[config.mk]
export PLATFORM = sky130hd
export DESIGN_NAME = clock_buffer_smbus_readback_regs
export DESIGN_NICKNAME = d
export VERILOG_FILES = /design/src/pkg/clkbuf_regs_pkg.sv /design/src/rtl/clock_buffer_smbus_readback_regs.sv /design/src/rtl/out_enable_gate.sv
export SDC_FILE = /design/constraint.sdc
export NUM_CORES = 1
export LEC_CHECK = 0
export BUFFER_PORTS_ARGS = -buffer_cell sky130_fd_sc_hd__buf_2
export CAP_MARGIN = 10
export CORE_MARGIN = 4
export CORE_UTILIZATION = 41
export CTS_CLUSTER_SIZE = 25
export DETAILED_ROUTE_END_ITERATION = 12
export GPL_ROUTABILITY_DRIVEN = 0
export PLACE_DENSITY_LB_ADDON = 0.08
export SLEW_MARGIN = 20
export SYNTH_ARGS = -nofsm -noshare
export SYNTH_HDL_FRONTEND = slang
export SYNTH_HIERARCHICAL = 1
export SYNTH_SLANG_ARGS = --single-unit
[constraint.sdc]
create_clock -name clk -period 2.4 [get_ports clk]
set_input_delay 0.36 -clock clk [delete_from_list [all_inputs] [get_ports clk]]
set_output_delay 0.36 -clock clk [all_outputs]
set_load 0.005 [all_outputs]
[src/pkg/clkbuf_regs_pkg.sv]
// register map constants for the pin readback, identity and byte count registers
// assumes byte-wide register access driven by a serial management framing layer
package clkbuf_regs_pkg;

  // register offsets
  localparam logic [7:0] PIN_LEVEL_READBACK_B_OFS  = 8'h04;
  localparam logic [7:0] REVISION_VENDOR_IDENT_OFS = 8'h05;
  localparam logic [7:0] PART_IDENT_OFS            = 8'h06;
  localparam logic [7:0] READBACK_LENGTH_OFS       = 8'h07;

  // field positions in the pin readback register
  localparam int SEL_INPUT_A_POS   = 4;
  localparam int PIN_13_14_POS     = 3;
  localparam int RSVD_ONE_POS      = 2;
  localparam int PIN_12_POS        = 1;
  localparam int PIN_11_POS        = 0;

  // reserved bit values and reset values
  localparam logic [7:0] PIN_READBACK_FIXED = 8'h04;
  localparam logic [7:0] READBACK_LENGTH_RST = 8'h07;
  localparam logic [7:0] UNMAPPED_READ       = 8'h00;

endpackage : clkbuf_regs_pkg

[src/rtl/clock_buffer_smbus_readback_regs.sv]
// pin readback, identity and byte count registers of a clock buffer, plus
// the gating of the group enable pins and a block read byte sequencer
// assumes a framing layer issues byte reads, writes and block read steps
//
// Function
// RULE1: bit 4 of register 4 reads the input select pin, 1 for input A, 0 for input B.
// RULE2: bits 3, 1 and 0 of register 4 read the live levels of the three group enable pins.
// RULE3: a pair is driven only when its enable bit is 1 and its active low pin is 0.
// RULE4: register 5 holds a fixed revision nibble above a fixed maker nibble, writes ignored.
// RULE5: register 6 is a fixed eight bit part code with bit 7 most significant.
// RULE6: register 7 is a writable count, reset 7, that sets the bytes of a block read.
// RULE7: reserved bits read their fixed default or 0 and ignore writes.
`timescale 1ns/1ps
module clock_buffer_smbus_readback_regs
  import clkbuf_regs_pkg::*;
#(
  parameter logic [3:0] REVISION_FIELD = 4'h3, // arbitrary value
  parameter logic [3:0] MAKER_FIELD    = 4'h5, // arbitrary value
  parameter logic [7:0] PART_CODE      = 8'hA6 // arbitrary value
) (
  // clock and reset
  input  wire logic       clk,
  input  wire logic       sys_rst,
  // device pins
  input  wire logic       sel_input_a,
  input  wire logic       enable_pin_outputs_13_14_n,
  input  wire logic       enable_pin_output_12_n,
  input  wire logic       enable_pin_output_11_n,
  // output control bits held in the lower registers
  input  wire logic [1:0] out_ctl_13_14,
  input  wire logic       out_ctl_12,
  input  wire logic       out_ctl_11,
  // drive enables of the differential pairs
  output logic      [1:0] drive_en_13_14,
  output logic            drive_en_12,
  output logic            drive_en_11,
  // single byte access
  input  wire logic [7:0] acc_index,
  input  wire logic       acc_write,
  input  wire logic [7:0] acc_wdata,
  input  wire logic       acc_read,
  output logic      [7:0] acc_rdata_ff,
  output logic            acc_rvalid_ff,
  // block read steps
  input  wire logic       blk_start,
  input  wire logic       blk_next,
  output logic      [7:0] blk_byte_ff,
  output logic            blk_valid_ff,
  output logic            blk_last_ff,
  output logic            blk_busy,
  // current block read length
  output logic      [7:0] readback_length
);

  typedef enum logic [2:0] {
    BLK_IDLE  = 3'b001,
    BLK_COUNT = 3'b010,
    BLK_DATA  = 3'b100
  } blk_state_t;

  logic [7:0] readback_length_ff;
  logic [7:0] nxt_readback_length;
  blk_state_t blk_state_ff;
  blk_state_t nxt_blk_state;
  logic [7:0] blk_index_ff;
  logic [7:0] nxt_blk_index;
  logic [7:0] blk_left_ff;
  logic [7:0] nxt_blk_left;
  logic [7:0] pin_byte;
  logic [7:0] ident_byte;
  logic [7:0] acc_byte;
  logic [7:0] blk_data_byte;
  logic       len_write;
  logic       step_count;
  logic       step_data;

  // live pin image, bit 2 fixed at 1 and the top three bits at 0
  assign pin_byte = PIN_READBACK_FIXED                              // RULE7
                  | (8'(sel_input_a) << SEL_INPUT_A_POS)            // RULE1
                  | (8'(enable_pin_outputs_13_14_n) << PIN_13_14_POS) // RULE2
                  | (8'(enable_pin_output_12_n) << PIN_12_POS)      // RULE2
                  | (8'(enable_pin_output_11_n) << PIN_11_POS);     // RULE2

  // identity is wired constant, so a write can never reach it
  assign ident_byte = {REVISION_FIELD, MAKER_FIELD}; // RULE4

  // read decode shared by single reads and block reads
  function automatic logic [7:0] read_mux(input logic [7:0] idx,
                                          input logic [7:0] pins,
                                          input logic [7:0] ident,
                                          input logic [7:0] len);
    logic [7:0] r;
    r = UNMAPPED_READ;
    case (idx)
      PIN_LEVEL_READBACK_B_OFS:  r = pins;
      REVISION_VENDOR_IDENT_OFS: r = ident;
      PART_IDENT_OFS:            r = PART_CODE; // RULE5
      READBACK_LENGTH_OFS:       r = len;
      default:                   r = UNMAPPED_READ;
    endcase
    return r;
  endfunction : read_mux

  assign acc_byte      = read_mux(acc_index, pin_byte, ident_byte, readback_length_ff);
  assign blk_data_byte = read_mux(blk_index_ff, pin_byte, ident_byte, readback_length_ff);

  // only the count register takes writes; others in this range are read only
  assign len_write           = acc_write && (acc_index == READBACK_LENGTH_OFS);
  assign nxt_readback_length = len_write ? acc_wdata : readback_length_ff; // RULE6
  assign readback_length     = readback_length_ff;

  always_ff @(posedge clk or posedge sys_rst) begin
    if (sys_rst) begin
      readback_length_ff <= READBACK_LENGTH_RST;
    end else begin
      readback_length_ff <= nxt_readback_length;
    end
  end

  // single byte read answers one cycle after the request
  always_ff @(posedge clk or posedge sys_rst) begin
    if (sys_rst) begin
      acc_rdata_ff  <= 8'h00;
      acc_rvalid_ff <= 1'b0;
    end else begin
      acc_rdata_ff  <= acc_read ? acc_byte : acc_rdata_ff;
      acc_rvalid_ff <= acc_read;
    end
  end

  // block read: count byte first, then count data bytes from the start index
  assign step_count = (blk_state_ff == BLK_COUNT) && blk_next;
  assign step_data  = (blk_state_ff == BLK_DATA) && blk_next;
  assign blk_busy   = (blk_state_ff != BLK_IDLE);

  always_comb begin
    nxt_blk_state = blk_state_ff;
    nxt_blk_index = blk_index_ff;
    nxt_blk_left  = blk_left_ff;
    case (blk_state_ff)
      BLK_IDLE: begin
        if (blk_start) begin
          nxt_blk_state = BLK_COUNT;
          nxt_blk_index = acc_index;
          nxt_blk_left  = readback_length_ff; // RULE6
        end
      end
      BLK_COUNT: begin
        if (blk_next) begin
          nxt_blk_state = (blk_left_ff == 8'h00) ? BLK_IDLE : BLK_DATA;
        end
      end
      BLK_DATA: begin
        if (blk_next) begin
          nxt_blk_index = blk_index_ff + 8'h01;
          nxt_blk_left  = blk_left_ff - 8'h01;
          if (blk_left_ff == 8'h01) begin
            nxt_blk_state = BLK_IDLE;
          end
        end
      end
      default: begin
        nxt_blk_state = BLK_IDLE;
      end
    endcase
  end

  always_ff @(posedge clk or posedge sys_rst) begin
    if (sys_rst) begin
      blk_state_ff <= BLK_IDLE;
      blk_index_ff <= 8'h00;
      blk_left_ff  <= 8'h00;
    end else begin
      blk_state_ff <= nxt_blk_state;
      blk_index_ff <= nxt_blk_index;
      blk_left_ff  <= nxt_blk_left;
    end
  end

  // block output byte; the last flag lets the framing layer send its not-ack window
  always_ff @(posedge clk or posedge sys_rst) begin
    if (sys_rst) begin
      blk_byte_ff  <= 8'h00;
      blk_valid_ff <= 1'b0;
      blk_last_ff  <= 1'b0;
    end else begin
      blk_valid_ff <= step_count || step_data;
      blk_last_ff  <= (step_count && blk_left_ff == 8'h00)
                   || (step_data && blk_left_ff == 8'h01);
      if (step_count) begin
        blk_byte_ff <= blk_left_ff;
      end else if (step_data) begin
        blk_byte_ff <= blk_data_byte;
      end
    end
  end

  // one gate per pin group; the 13/14 pin steers two pairs
  out_enable_gate #(.WIDTH(2)) u_gate_13_14 (
    .clk             (clk),
    .sys_rst         (sys_rst),
    .reg_enable      (out_ctl_13_14),
    .pin_enable_n    (enable_pin_outputs_13_14_n),
    .drive_enable_ff (drive_en_13_14)
  );
  out_enable_gate #(.WIDTH(1)) u_gate_12 (
    .clk             (clk),
    .sys_rst         (sys_rst),
    .reg_enable      (out_ctl_12),
    .pin_enable_n    (enable_pin_output_12_n),
    .drive_enable_ff (drive_en_12)
  );
  out_enable_gate #(.WIDTH(1)) u_gate_11 (
    .clk             (clk),
    .sys_rst         (sys_rst),
    .reg_enable      (out_ctl_11),
    .pin_enable_n    (enable_pin_output_11_n),
    .drive_enable_ff (drive_en_11)
  );
endmodule : clock_buffer_smbus_readback_regs

[src/rtl/out_enable_gate.sv]
// registered combine of output enable bits with an active low enable pin
// assumes pin level is synchronous to clk
`timescale 1ns/1ps
module out_enable_gate #(
  parameter int WIDTH = 1
) (
  // clock and reset
  input  wire logic             clk,
  input  wire logic             sys_rst,
  // enable sources
  input  wire logic [WIDTH-1:0] reg_enable,
  input  wire logic             pin_enable_n,
  // drive enable of the differential pairs
  output logic      [WIDTH-1:0] drive_enable_ff
);

  logic [WIDTH-1:0] nxt_drive_enable;

  // both the bit and the pin must agree, else the pair floats
  assign nxt_drive_enable = reg_enable & {WIDTH{~pin_enable_n}}; // RULE3

  always_ff @(posedge clk or posedge sys_rst) begin
    if (sys_rst) begin
      drive_enable_ff <= '0;
    end else begin
      drive_enable_ff <= nxt_drive_enable;
    end
  end
endmodule : out_enable_gate

==> run metrics, run 1 <==
Clock Sinks 50; Max Buffers Root-to-Sink 2; Setup Skew roughly 3.1 ps; Leak between 1 and 1.5 nW; Crit Path Class register to register; Port Buffers ~60; Vias 2272; commonest cells after routing, fill and taps aside buf_2 (61), dfrtp_1 (46), o21ai_0 (31); Synth Area per Inst 9.84 µm²; clock transition at the registers of the reported paths ~100 ps; Highest Clock Rate 0.539 GHz; IR drop worst, VDD ~0.00040 V; Chip Width slightly below 90 µm; Max stage delay cell, worst path or3b_2; Top Metal Used met4; setup violators final 0; power share of the clock group 0.181; wl on met1 between 3000 and 4000 µm; Syn Std Cell Area 2690 µm²; total internal power 0.00171 W; Post-CTS Setup Inserts 0; hold crit path type input pin to register; Final ANT Viol Nets 0; Final period util 0.773; Worst-Skew Late Latency 310 ps; Hold Vio Cnt, Final 0; Routed WL 6800 µm; Net count, final between 300 and 400; Slew HR 0.595; flops & latches, synth 50; setup_tns 0 ps; crit path cell chain inv_1 > ha_1 > or3b_2 > o31a_1 > o21ai_0 > o21ai_0; ratio of cells with drive above 1 in the final layout 0.297; combinational share of power 0.358; Setup crit end kind register; initial antenna violation count 0; Yosys warnings 6; wire per inst 16.6 µm; Avg Vias per Cell between 5 and 6; EDFF count, synth 0; Area Overhead vs Synth 18.0%; drt first pass iters 4; Max Cap Viol 0; clock root cell clkbuf_8; DR WL met3 about 350 µm; core area 6350 µm²; largest net degree at the start of global routing 47; most used cell, CP o21ai_0; Congestion Overflow GR 0; Die ar. approximately 7900 µm²; Synth Flop Type dfrtp_1; Switch Pwr ~0.0011 W; worst path arrival time slightly above 2000 ps; Net Sw Frac 0.392; Max Transition Viols Final 0; asr flop ratio synth 1.00; status finished clean; sequential share of power 0.461; Remaining DRCs 0; H-tree lvl count 2; commonest non-fill, non-tap cell in the layout buf_2; height of the die around 89 µm; post-layout min period ~1900 ps; Distinct cells, synth 53; number of global-route vias before repair between 2000 and 2500; total track usage 0.187; met2 routed WL around 3200 µm; critical-path maximum fanout 6; Slew @ Worst Pin 607 ps; sequential fraction of the synthesis area 0.468; site row count 29; CP startpoint kind register; critical path required time around 2600 ps; pwr/cell area 886 nW/µm²; diode count 0; starting density of the core 0.423; post-synth net total between 300 and 400; first-pass GRT wire length 11300 µm; DRT iter0 DRCs 122; DP HPWL 4890 µm; post-layout util 0.499; Synth Instances approximately 270; RSZ-0062 raised after global routing no; CTS tree built; Crit path largest cell delay between 400 and 500 ps; Ports 62; flop-to-flop setup slack about 550 ps; clock buffer count from CTS 5
## power by group through the flow
| stage | Sequential [W] | Clock (W) | Combinational (W) |
|---|---|---|---|
| 3_5_place_dp | 0.00131 | 0 | 0.00100 |
| 5_1_grt | 0.00133 | 0.000567 | 0.00114 |
| 2_1_floorplan | 0.00122 | 0 | 0.000751 |
| 4_1_cts | 0.00129 | 0.000524 | 0.00101 |
| 3_3_place_gp | 0.00131 | 0 | 0.00100 |
| 6_report | 0.00129 | 0.000508 | 0.00101 |
## repair_timing
item / 4_1_cts / 5_1_grt
hold endpoints to repair: 4 / 0
hold buffers: 1 / 0
gates resized for setup: 0 / 0
## critical path: cells and delay by family (launching register included)
| kind | cells | cell delay [ps] |
|---|---|---|
| and+or+nand+nor | 1 | 490 |
| adders and majority gates | 1 | 190 |
| AOI/OAI and AO/OA | 3 | 480 |
| DFF | 1 | 450 |
| buffers and inverters | 1 | 120 |
## cells in the mapped netlist (all sizes together), types with 3 or more instances
| library cell | count | share of area |
|---|---|---|
| a21oi | 16 | 0.030 |
| a221oi | 3 | 0.0098 |
| a22oi | 10 | 0.028 |
| a2bb2oi | 6 | 0.020 |
| a31oi | 4 | 0.0093 |
| buf | 3 | 0.0056 |
| clkbuf | 13 | 0.018 |
| dfrtp | 46 | 0.43 |
| dfstp | 4 | 0.039 |
| ha | 7 | 0.033 |
| inv | 20 | 0.028 |
| mux2 | 8 | 0.034 |
| nand2 | 23 | 0.032 |
| nand3 | 6 | 0.011 |
| nand3b | 5 | 0.014 |
| nand4 | 3 | 0.013 |
| nor2 | 9 | 0.013 |
| nor2b | 6 | 0.020 |
| nor3 | 4 | 0.012 |
| nor3b | 4 | 0.015 |
| o2111ai | 4 | 0.013 |
| o21a | 3 | 0.0084 |
| o21ai | 31 | 0.058 |
| o311ai | 4 | 0.013 |
## worst paths after layout
path,endpoint,cells after the start,start
worst max-delay path,blk_left_ff[6],6,blk_left_ff[0]
worst min-delay path,u_gate_12/drive_enable_ff,2,enable_pin_output_12_n
worst max register to register,blk_left_ff[6],6,blk_left_ff[0]
worst min register to register,blk_byte_ff[6],1,blk_byte_ff[6]
max in group asynchronous,blk_last_ff,4,sys_rst
min in group asynchronous,u_gate_11/drive_enable_ff,3,sys_rst
## flip-flops by register name, summed over array words and instances (netlist names)
name                          flops
blk_last_ff                       1
u_gate_13_14/drive_enable_ff      2
readback_length                   8
blk_valid_ff                      1
blk_index_ff                      8
blk_left_ff                       8
u_gate_12/drive_enable_ff         1
u_gate_11/drive_enable_ff         1
blk_byte_ff                       8
blk_state_ff                      3
acc_rdata_ff                      8
acc_rvalid_ff                     1
## routing by layer
metal	track usage	vias to the layer above
met3	0.0313	8
met5	0	-
met2	0.300	52
li1	-	1128
met4	0.0536	0
met1	0.262	1084
## cells by family after synthesis
logic type               count (synthesis)  synth area share
flip-flops                              50             0.468
multiplexers                             8            0.0336
AND/OR/NAND/NOR                         73             0.171
XOR/XNOR                                 1           0.00326
buffers and inverters                   36            0.0517
AO/OA/AOI/OAI                           98             0.240
adder cells (fa/ha/maj)                  7            0.0326
## area by class of cell
type	instances	area, µm²
timing repair buffer	68	360
multi-input combinational	187	1290
inverter	20	75.1
sequential	50	1260
fill	602	3180
clock buffer	5	68.8
clock inverter	3	21.3
tap	77	96.3
## through the flow
| step | area [µm²] | cells | hold slack, ps | total power, W | setup slack, ps |
|---|---|---|---|---|---|
| after floorplan | 2690 | 273 | 88.7 | 0.00197 | 613 |
| after global placement | 3070 | 401 | 231 | 0.00231 | 553 |
| after detailed placement | 3070 | 401 | 234 | 0.00232 | 532 |
| after CTS | 3170 | 410 | 248 | 0.00283 | 540 |
| after global routing | 3170 | 410 | 239 | 0.00305 | 434 |
| final | 3170 | 410 | 257 | 0.00281 | 546 |
Power figures use the tool's default switching activity.
==> run 2: changes to the inputs <==
clock period = 1.5 ns   (was 2.4 ns; I/O delays follow)
==> run 2 against run 1 <==
The flow now finishes with violations (setup timing). Global-route usage grew 2.3 points. Critical path depth shrank 3. Routed wire length grew 25%. First-iteration DRC count grew 53%. Sequential cell count is the same. Clock skew grew 11 ps. Sequential share of layout area shrank 9.0 points. Critical path type unchanged.
==> run metrics, run 2 (same netlist as run 1, synthesis figures left out) <==
DP HPWL 5480 µm (+12%); Remaining DRCs 0 (unchanged); flop-to-flop setup slack -150 ps (-700 ps); Final period util 1.10 (+0.330); wire per inst 17.9 µm (+7.8%); multi-input logic area 1600 µm² (+24%); hold wc startpoint enable_pin_output_11_n; status complete, but fails checks; hold crit path type input pin to register; combinational share of power 0.527 (+0.169); worst path arrival time 1900 ps (-130 ps); Vias 2693 (+19%); starting density of the core 0.423 (unchanged); Slew HR 0.688 (+0.0927); commonest cells after routing, fill and taps aside buf_2 (61), buf_4 (56), dfrtp_1 (44); Worst Hold Endpoint u_gate_11/drive_enable_ff; critical-path maximum fanout 5 (-1); worst reg2reg endpoint blk_byte_ff[0]; ratio of cells with drive above 1 in the final layout 0.539 (+0.242); diode count 0 (unchanged); Reg area 1260 µm² (+0.20%); Highest Clock Rate 0.605 GHz (+12%); fill count 493 (-18%); critical path required time 1750 ps (-830 ps); Routed WL 8480 µm (+25%); H-tree lvl count 2 (unchanged); total track usage 0.211 (+0.0234); Avg Vias per Cell 5.68 (+2.5%); Crit Path Class register to register; IR drop worst, VDD 0.00101 V (+150%); drt first pass iters 4 (unchanged); Final ANT Viol Nets 0 (unchanged); DRT iter0 DRCs 187 (+53%); power share of the clock group 0.161 (-0.020); height of the die 88.9 µm (unchanged); clock root cell clkbuf_8; Hold WS 121 ps (-136 ps); Net Sw Frac 0.374 (-0.0176); Net count, final 433 (+17%); CTS tree built; post-layout min period 1650 ps (-201 ps); reg2reg start blk_state_ff[0]; Leak 1.81 nW (+29%); Setup Skew 14.5 ps (+11.4 ps); Setup crit end kind register; setup_tns -1630 ps (-1630 ps); number of global-route vias before repair 2603 (+21%); Worst-Skew Late Latency 310 ps (about the same); total internal power 0.00399 W (+130%); failing checks setup timing; core area 6350 µm² (unchanged); RSZ-0062 raised after global routing yes; Chip Width 88.9 µm (unchanged); CP startpoint kind register; Congestion Overflow GR 0 (unchanged); Max Cap Viol 0 (unchanged); first-pass GRT wire length 12900 µm (+14%); clock transition at the registers of the reported paths 100 ps (about the same); Port Buffers 61 (unchanged); Max Transition Viols Final 0 (unchanged); Switch Pwr 0.00238 W (+120%); setup violators final 21 (+21); Ports 62 (unchanged); pwr/cell area 1550 nW/µm² (+75%); Max Buffers Root-to-Sink 2 (unchanged); worst-case reg-to-reg path depth 3 (-3); Hold Vio Cnt, Final 0 (unchanged); site row count 29 (unchanged); initial antenna violation count 0 (unchanged); clock buffer count from CTS 5 (unchanged); largest net degree at the start of global routing 47 (unchanged); Clock Sinks 50 (unchanged); commonest non-fill, non-tap cell in the layout buf_2; hold-critical path depth 2 (unchanged); Die ar. 7910 µm² (unchanged); Final WS setup -153 ps (-699 ps); Area Overhead vs Synth 53.1%; Slew @ Worst Pin 468 ps (-139 ps); sequential share of power 0.312 (-0.149)
-- run 2: cell count changes in the layout (fill, tap and decap cells not counted), sizes merged --
| cell | previous run | this run |
|---|---|---|
| a21o | 1 | 2 |
| clkinv | 2 | 0 |
| bufinv | 0 | 1 |
| clkbuf | 5 | 9 |
| buf | 67 | 127 |
-- run 2: repair_timing --
action	4_1_cts	5_1_grt
hold endpoints to repair	46	0
setup buffers	7	11
pin swaps	5	9
cloned	1	4
setup endpoints to repair	16	27
hold buffers	1	0
resized for setup	29	62
-- run 2: critical path, cell delays in order, from the launching register on --
cell	delay (ps)
dfstp_2	410
or3b_4	440
or4b_4	600
o21ai_1	140
-- run 2: area by class of cell --
type | count | share of cell area
Multi-Input combinational cell | 188 | 0.390
Timing Repair Buffer | 131 | 0.231
Clock buffer | 6 | 0.0201
Sequential cell | 50 | 0.306
Clock inverter | 2 | 0.00943
Inverter | 20 | 0.0198
Tap cell | 77 | 0.0234
-- run 2: power groups by stage --
stage	clock network, W	logic [W]	registers, W
after global placement	0	0.00234	0.00195
after floorplan	0	0.00127	0.00196
after CTS	0.00105	0.00271	0.00196
after global routing	0.00111	0.00362	0.00204
final	0.00103	0.00336	0.00199
after detailed placement	0	0.00238	0.00197
-- run 2: through the flow --
stage          utilization  power, W  setup WS [ps]  area [µm²]  cells
2_1_floorplan            -   0.00323           -168        2730    273
3_3_place_gp         0.539   0.00429           -215        3420    443
3_5_place_dp         0.539   0.00434           -234        3420    443
4_1_cts              0.586   0.00572          -99.6        3720    460
5_1_grt              0.647   0.00677           -172        4110    474
6_report             0.647   0.00637           -153        4110    474
-- run 2: how the worst max path moves through the flow --
stage                          to  depth (start not counted)       startpoint
2_1_floorplan      blk_byte_ff[0]                          5  blk_state_ff[1]
3_3_place_gp   readback_length[7]                          5     acc_index[4]
3_5_place_dp   readback_length[6]                          5     acc_index[4]
4_1_cts            blk_byte_ff[3]                          3  blk_state_ff[0]
5_1_grt            blk_byte_ff[5]                          3  blk_state_ff[2]
6_report           blk_byte_ff[0]                          3  blk_state_ff[0]
-- run 2: per-layer routing --
layer	routed length (µm)	track usage	vias up	part of all wire
li1	-	-	1260	-
met1	3740	0.277	1324	0.44
met2	4100	0.356	100	0.48
met3	546	0.0359	9	0.064
met4	97	0.0618	0	0.011
met5	0	0	-	0
==> run 3: changes to the inputs <==
==> constraint.sdc (replaced) <==
create_clock -name clk -period 1.5 [get_ports clk]
set_input_delay 0.3 -clock clk [delete_from_list [all_inputs] [get_ports clk]]
set_output_delay 0.3 -clock clk [all_outputs]
set_load 0.005 [all_outputs]
==> run 3 against run 2 <==
The run still ends with setup timing left. Utilization fell by 2.0 points. Die area did not move. Sequential power barely moved. Critical path type unchanged. Largest power group unchanged.
==> run metrics, run 3 (same netlist as run 1, synthesis figures left out) <==
status complete, but fails checks; failing checks setup timing; ratio of cells with drive above 1 in the final layout 0.496 (-0.0428); pre-CTS setup slack -315 ps (-80.5 ps); Hold WS 190 ps (+69.2 ps); hold crit path type input pin to register; Most Crowded Layer GR met2; site row count 29 (unchanged); crit path cell chain or3b_4 > or4b_4 > o21ai_1; commonest cells after routing, fill and taps aside buf_2 (61), buf_4 (54), dfrtp_1 (44); Highest Clock Rate 0.624 GHz (+3.2%); Setup crit end kind register; Max Transition Viols Final 0 (unchanged); total track usage 0.200 (-0.0103); met2 GRT Util 0.329 (-0.0270); Setup Skew 6.60 ps (-7.90 ps); Final ANT Viol Nets 0 (unchanged); drt first pass iters 4 (unchanged); Ports 62 (unchanged); GR Util met1 0.261 (-0.0165); Leak 1.79 nW (-1.1%); largest net degree at the start of global routing 29 (-38%); commonest non-fill, non-tap cell in the layout buf_2; starting density of the core 0.423 (unchanged); worst path arrival time 1840 ps (-60 ps); Remaining DRCs 0 (unchanged); Chip Width 88.9 µm (unchanged); height of the die 88.9 µm (unchanged); H-tree lvl count 2 (unchanged); wire per inst 17.3 µm (-3.2%); initial antenna violation count 0 (unchanged); global-route track usage on met3 0.0461 (+0.0101); Routed WL 8170 µm (-3.6%); DP HPWL 5460 µm (-0.43%); clock buffer count from CTS 5 (unchanged); critical path required time 1740 ps (about the same); Congestion Overflow GR 0 (unchanged); core area 6350 µm² (unchanged); Worst-Skew Late Latency 310 ps (about the same); critical path's top delay family simple AND/OR/NAND/NOR gates; first-pass GRT wire length 12200 µm (-5.0%); DRT iter0 DRCs 173 (-7.5%); pwr/cell area 1540 nW/µm² (-0.63%); Max Buffers Root-to-Sink 2 (unchanged); setup violators final 19 (-9.5%); Final WS setup -102 ps (+51.4 ps); RSZ-0062 raised after global routing yes; Vias 2658 (-1.3%); Net count, final 431 (-0.46%); critical-path maximum fanout 5 (unchanged); Clock Sinks 50 (unchanged); clock root cell clkbuf_8; Buf/Inv on CP 0 (unchanged); IR drop worst, VDD 0.000908 V (-9.7%); Crit path largest cell delay 580 ps (-20 ps); CTS tree built; Die ar. 7910 µm² (unchanged); Max Cap Viol 0 (unchanged); clock transition at the registers of the reported paths 100 ps (about the same); Hold Vio Cnt, Final 0 (unchanged); post-layout util 0.627 (-0.0203); Port Buffers 61 (unchanged); Avg Vias per Cell 5.63 (-0.88%); Final period util 1.07 (-0.0342); Area Overhead vs Synth 48.3%; number of global-route vias before repair 2454 (-5.7%); post-layout min period 1600 ps (-51.4 ps); fill count 534 (+8.3%); Crit Path Class register to register; Slew @ Worst Pin 460 ps (-7.43 ps); Slew HR 0.693 (+0.00496); diode count 0 (unchanged); CP startpoint kind register; Max stage delay cell, worst path or4b_4
## run 3: changes by cell type in the layout (fill, tap and decap cells not counted), sizes merged
cell,change
clkbuf,-2
clkinvlp,-1
clkinv,+1
## run 3: path summary, 6_finish.rpt
check / start / end / slack, ps / depth (start not counted)
setup / recovery: blk_state_ff[0] / blk_byte_ff[3] / -100 / 3
setup reg to reg: blk_state_ff[0] / blk_byte_ff[3] / -100 / 3
min in group asynchronous: sys_rst / u_gate_11/drive_enable_ff / 400 / 3
max in group asynchronous: sys_rst / readback_length[1] / 550 / 4
hold reg to reg: blk_byte_ff[7] / blk_byte_ff[7] / 500 / 1
hold / removal: enable_pin_output_11_n / u_gate_11/drive_enable_ff / 190 / 2
## run 3: stage by stage
stage | TNS [ps] | std cells | area, µm² | total power [W]
after floorplan | -2560 | 273 | 2740 | 0.00324
after global placement | -4410 | 439 | 3390 | 0.00425
after detailed placement | -4690 | 439 | 3390 | 0.00428
after CTS | -638 | 455 | 3650 | 0.00558
after global routing | -3220 | 472 | 3980 | 0.00655
final | -1190 | 472 | 3980 | 0.00613
## run 3: cell type report
class | instances | area, µm² | share of cell area
clock buffers | 6 | 72.6 | 0.0182
clock inverters | 2 | 38.8 | 0.00974
inverters | 20 | 77.6 | 0.0195
multi-input cells | 188 | 1550 | 0.388
flip-flops and latches | 50 | 1260 | 0.316
well taps | 77 | 96.3 | 0.0242
repair buffers | 129 | 893 | 0.224
## run 3: per-layer routing
metal	wire (µm)	vias to the layer above
li1	-	1257
met4	110	0
met5	0	-
met1	3390	1284
met3	642	12
met2	4030	105
## run 3: repair_timing
item | in CTS | in global routing
resized for setup | 25 | 47
setup endpoints to repair | 16 | 29
hold endpoints to repair | 4 | 0
buffers inserted | 7 | 13
gates cloned | 0 | 4
pin swaps | 3 | 14
hold buffers | 1 | 0
## run 3: power breakdown
group	leakage (nW)	switching, W	internal [W]
Sequential	0.616	0.000282	0.00168
Clock	0.0554	0.000465	0.000501
Combinational	1.12	0.00152	0.00169
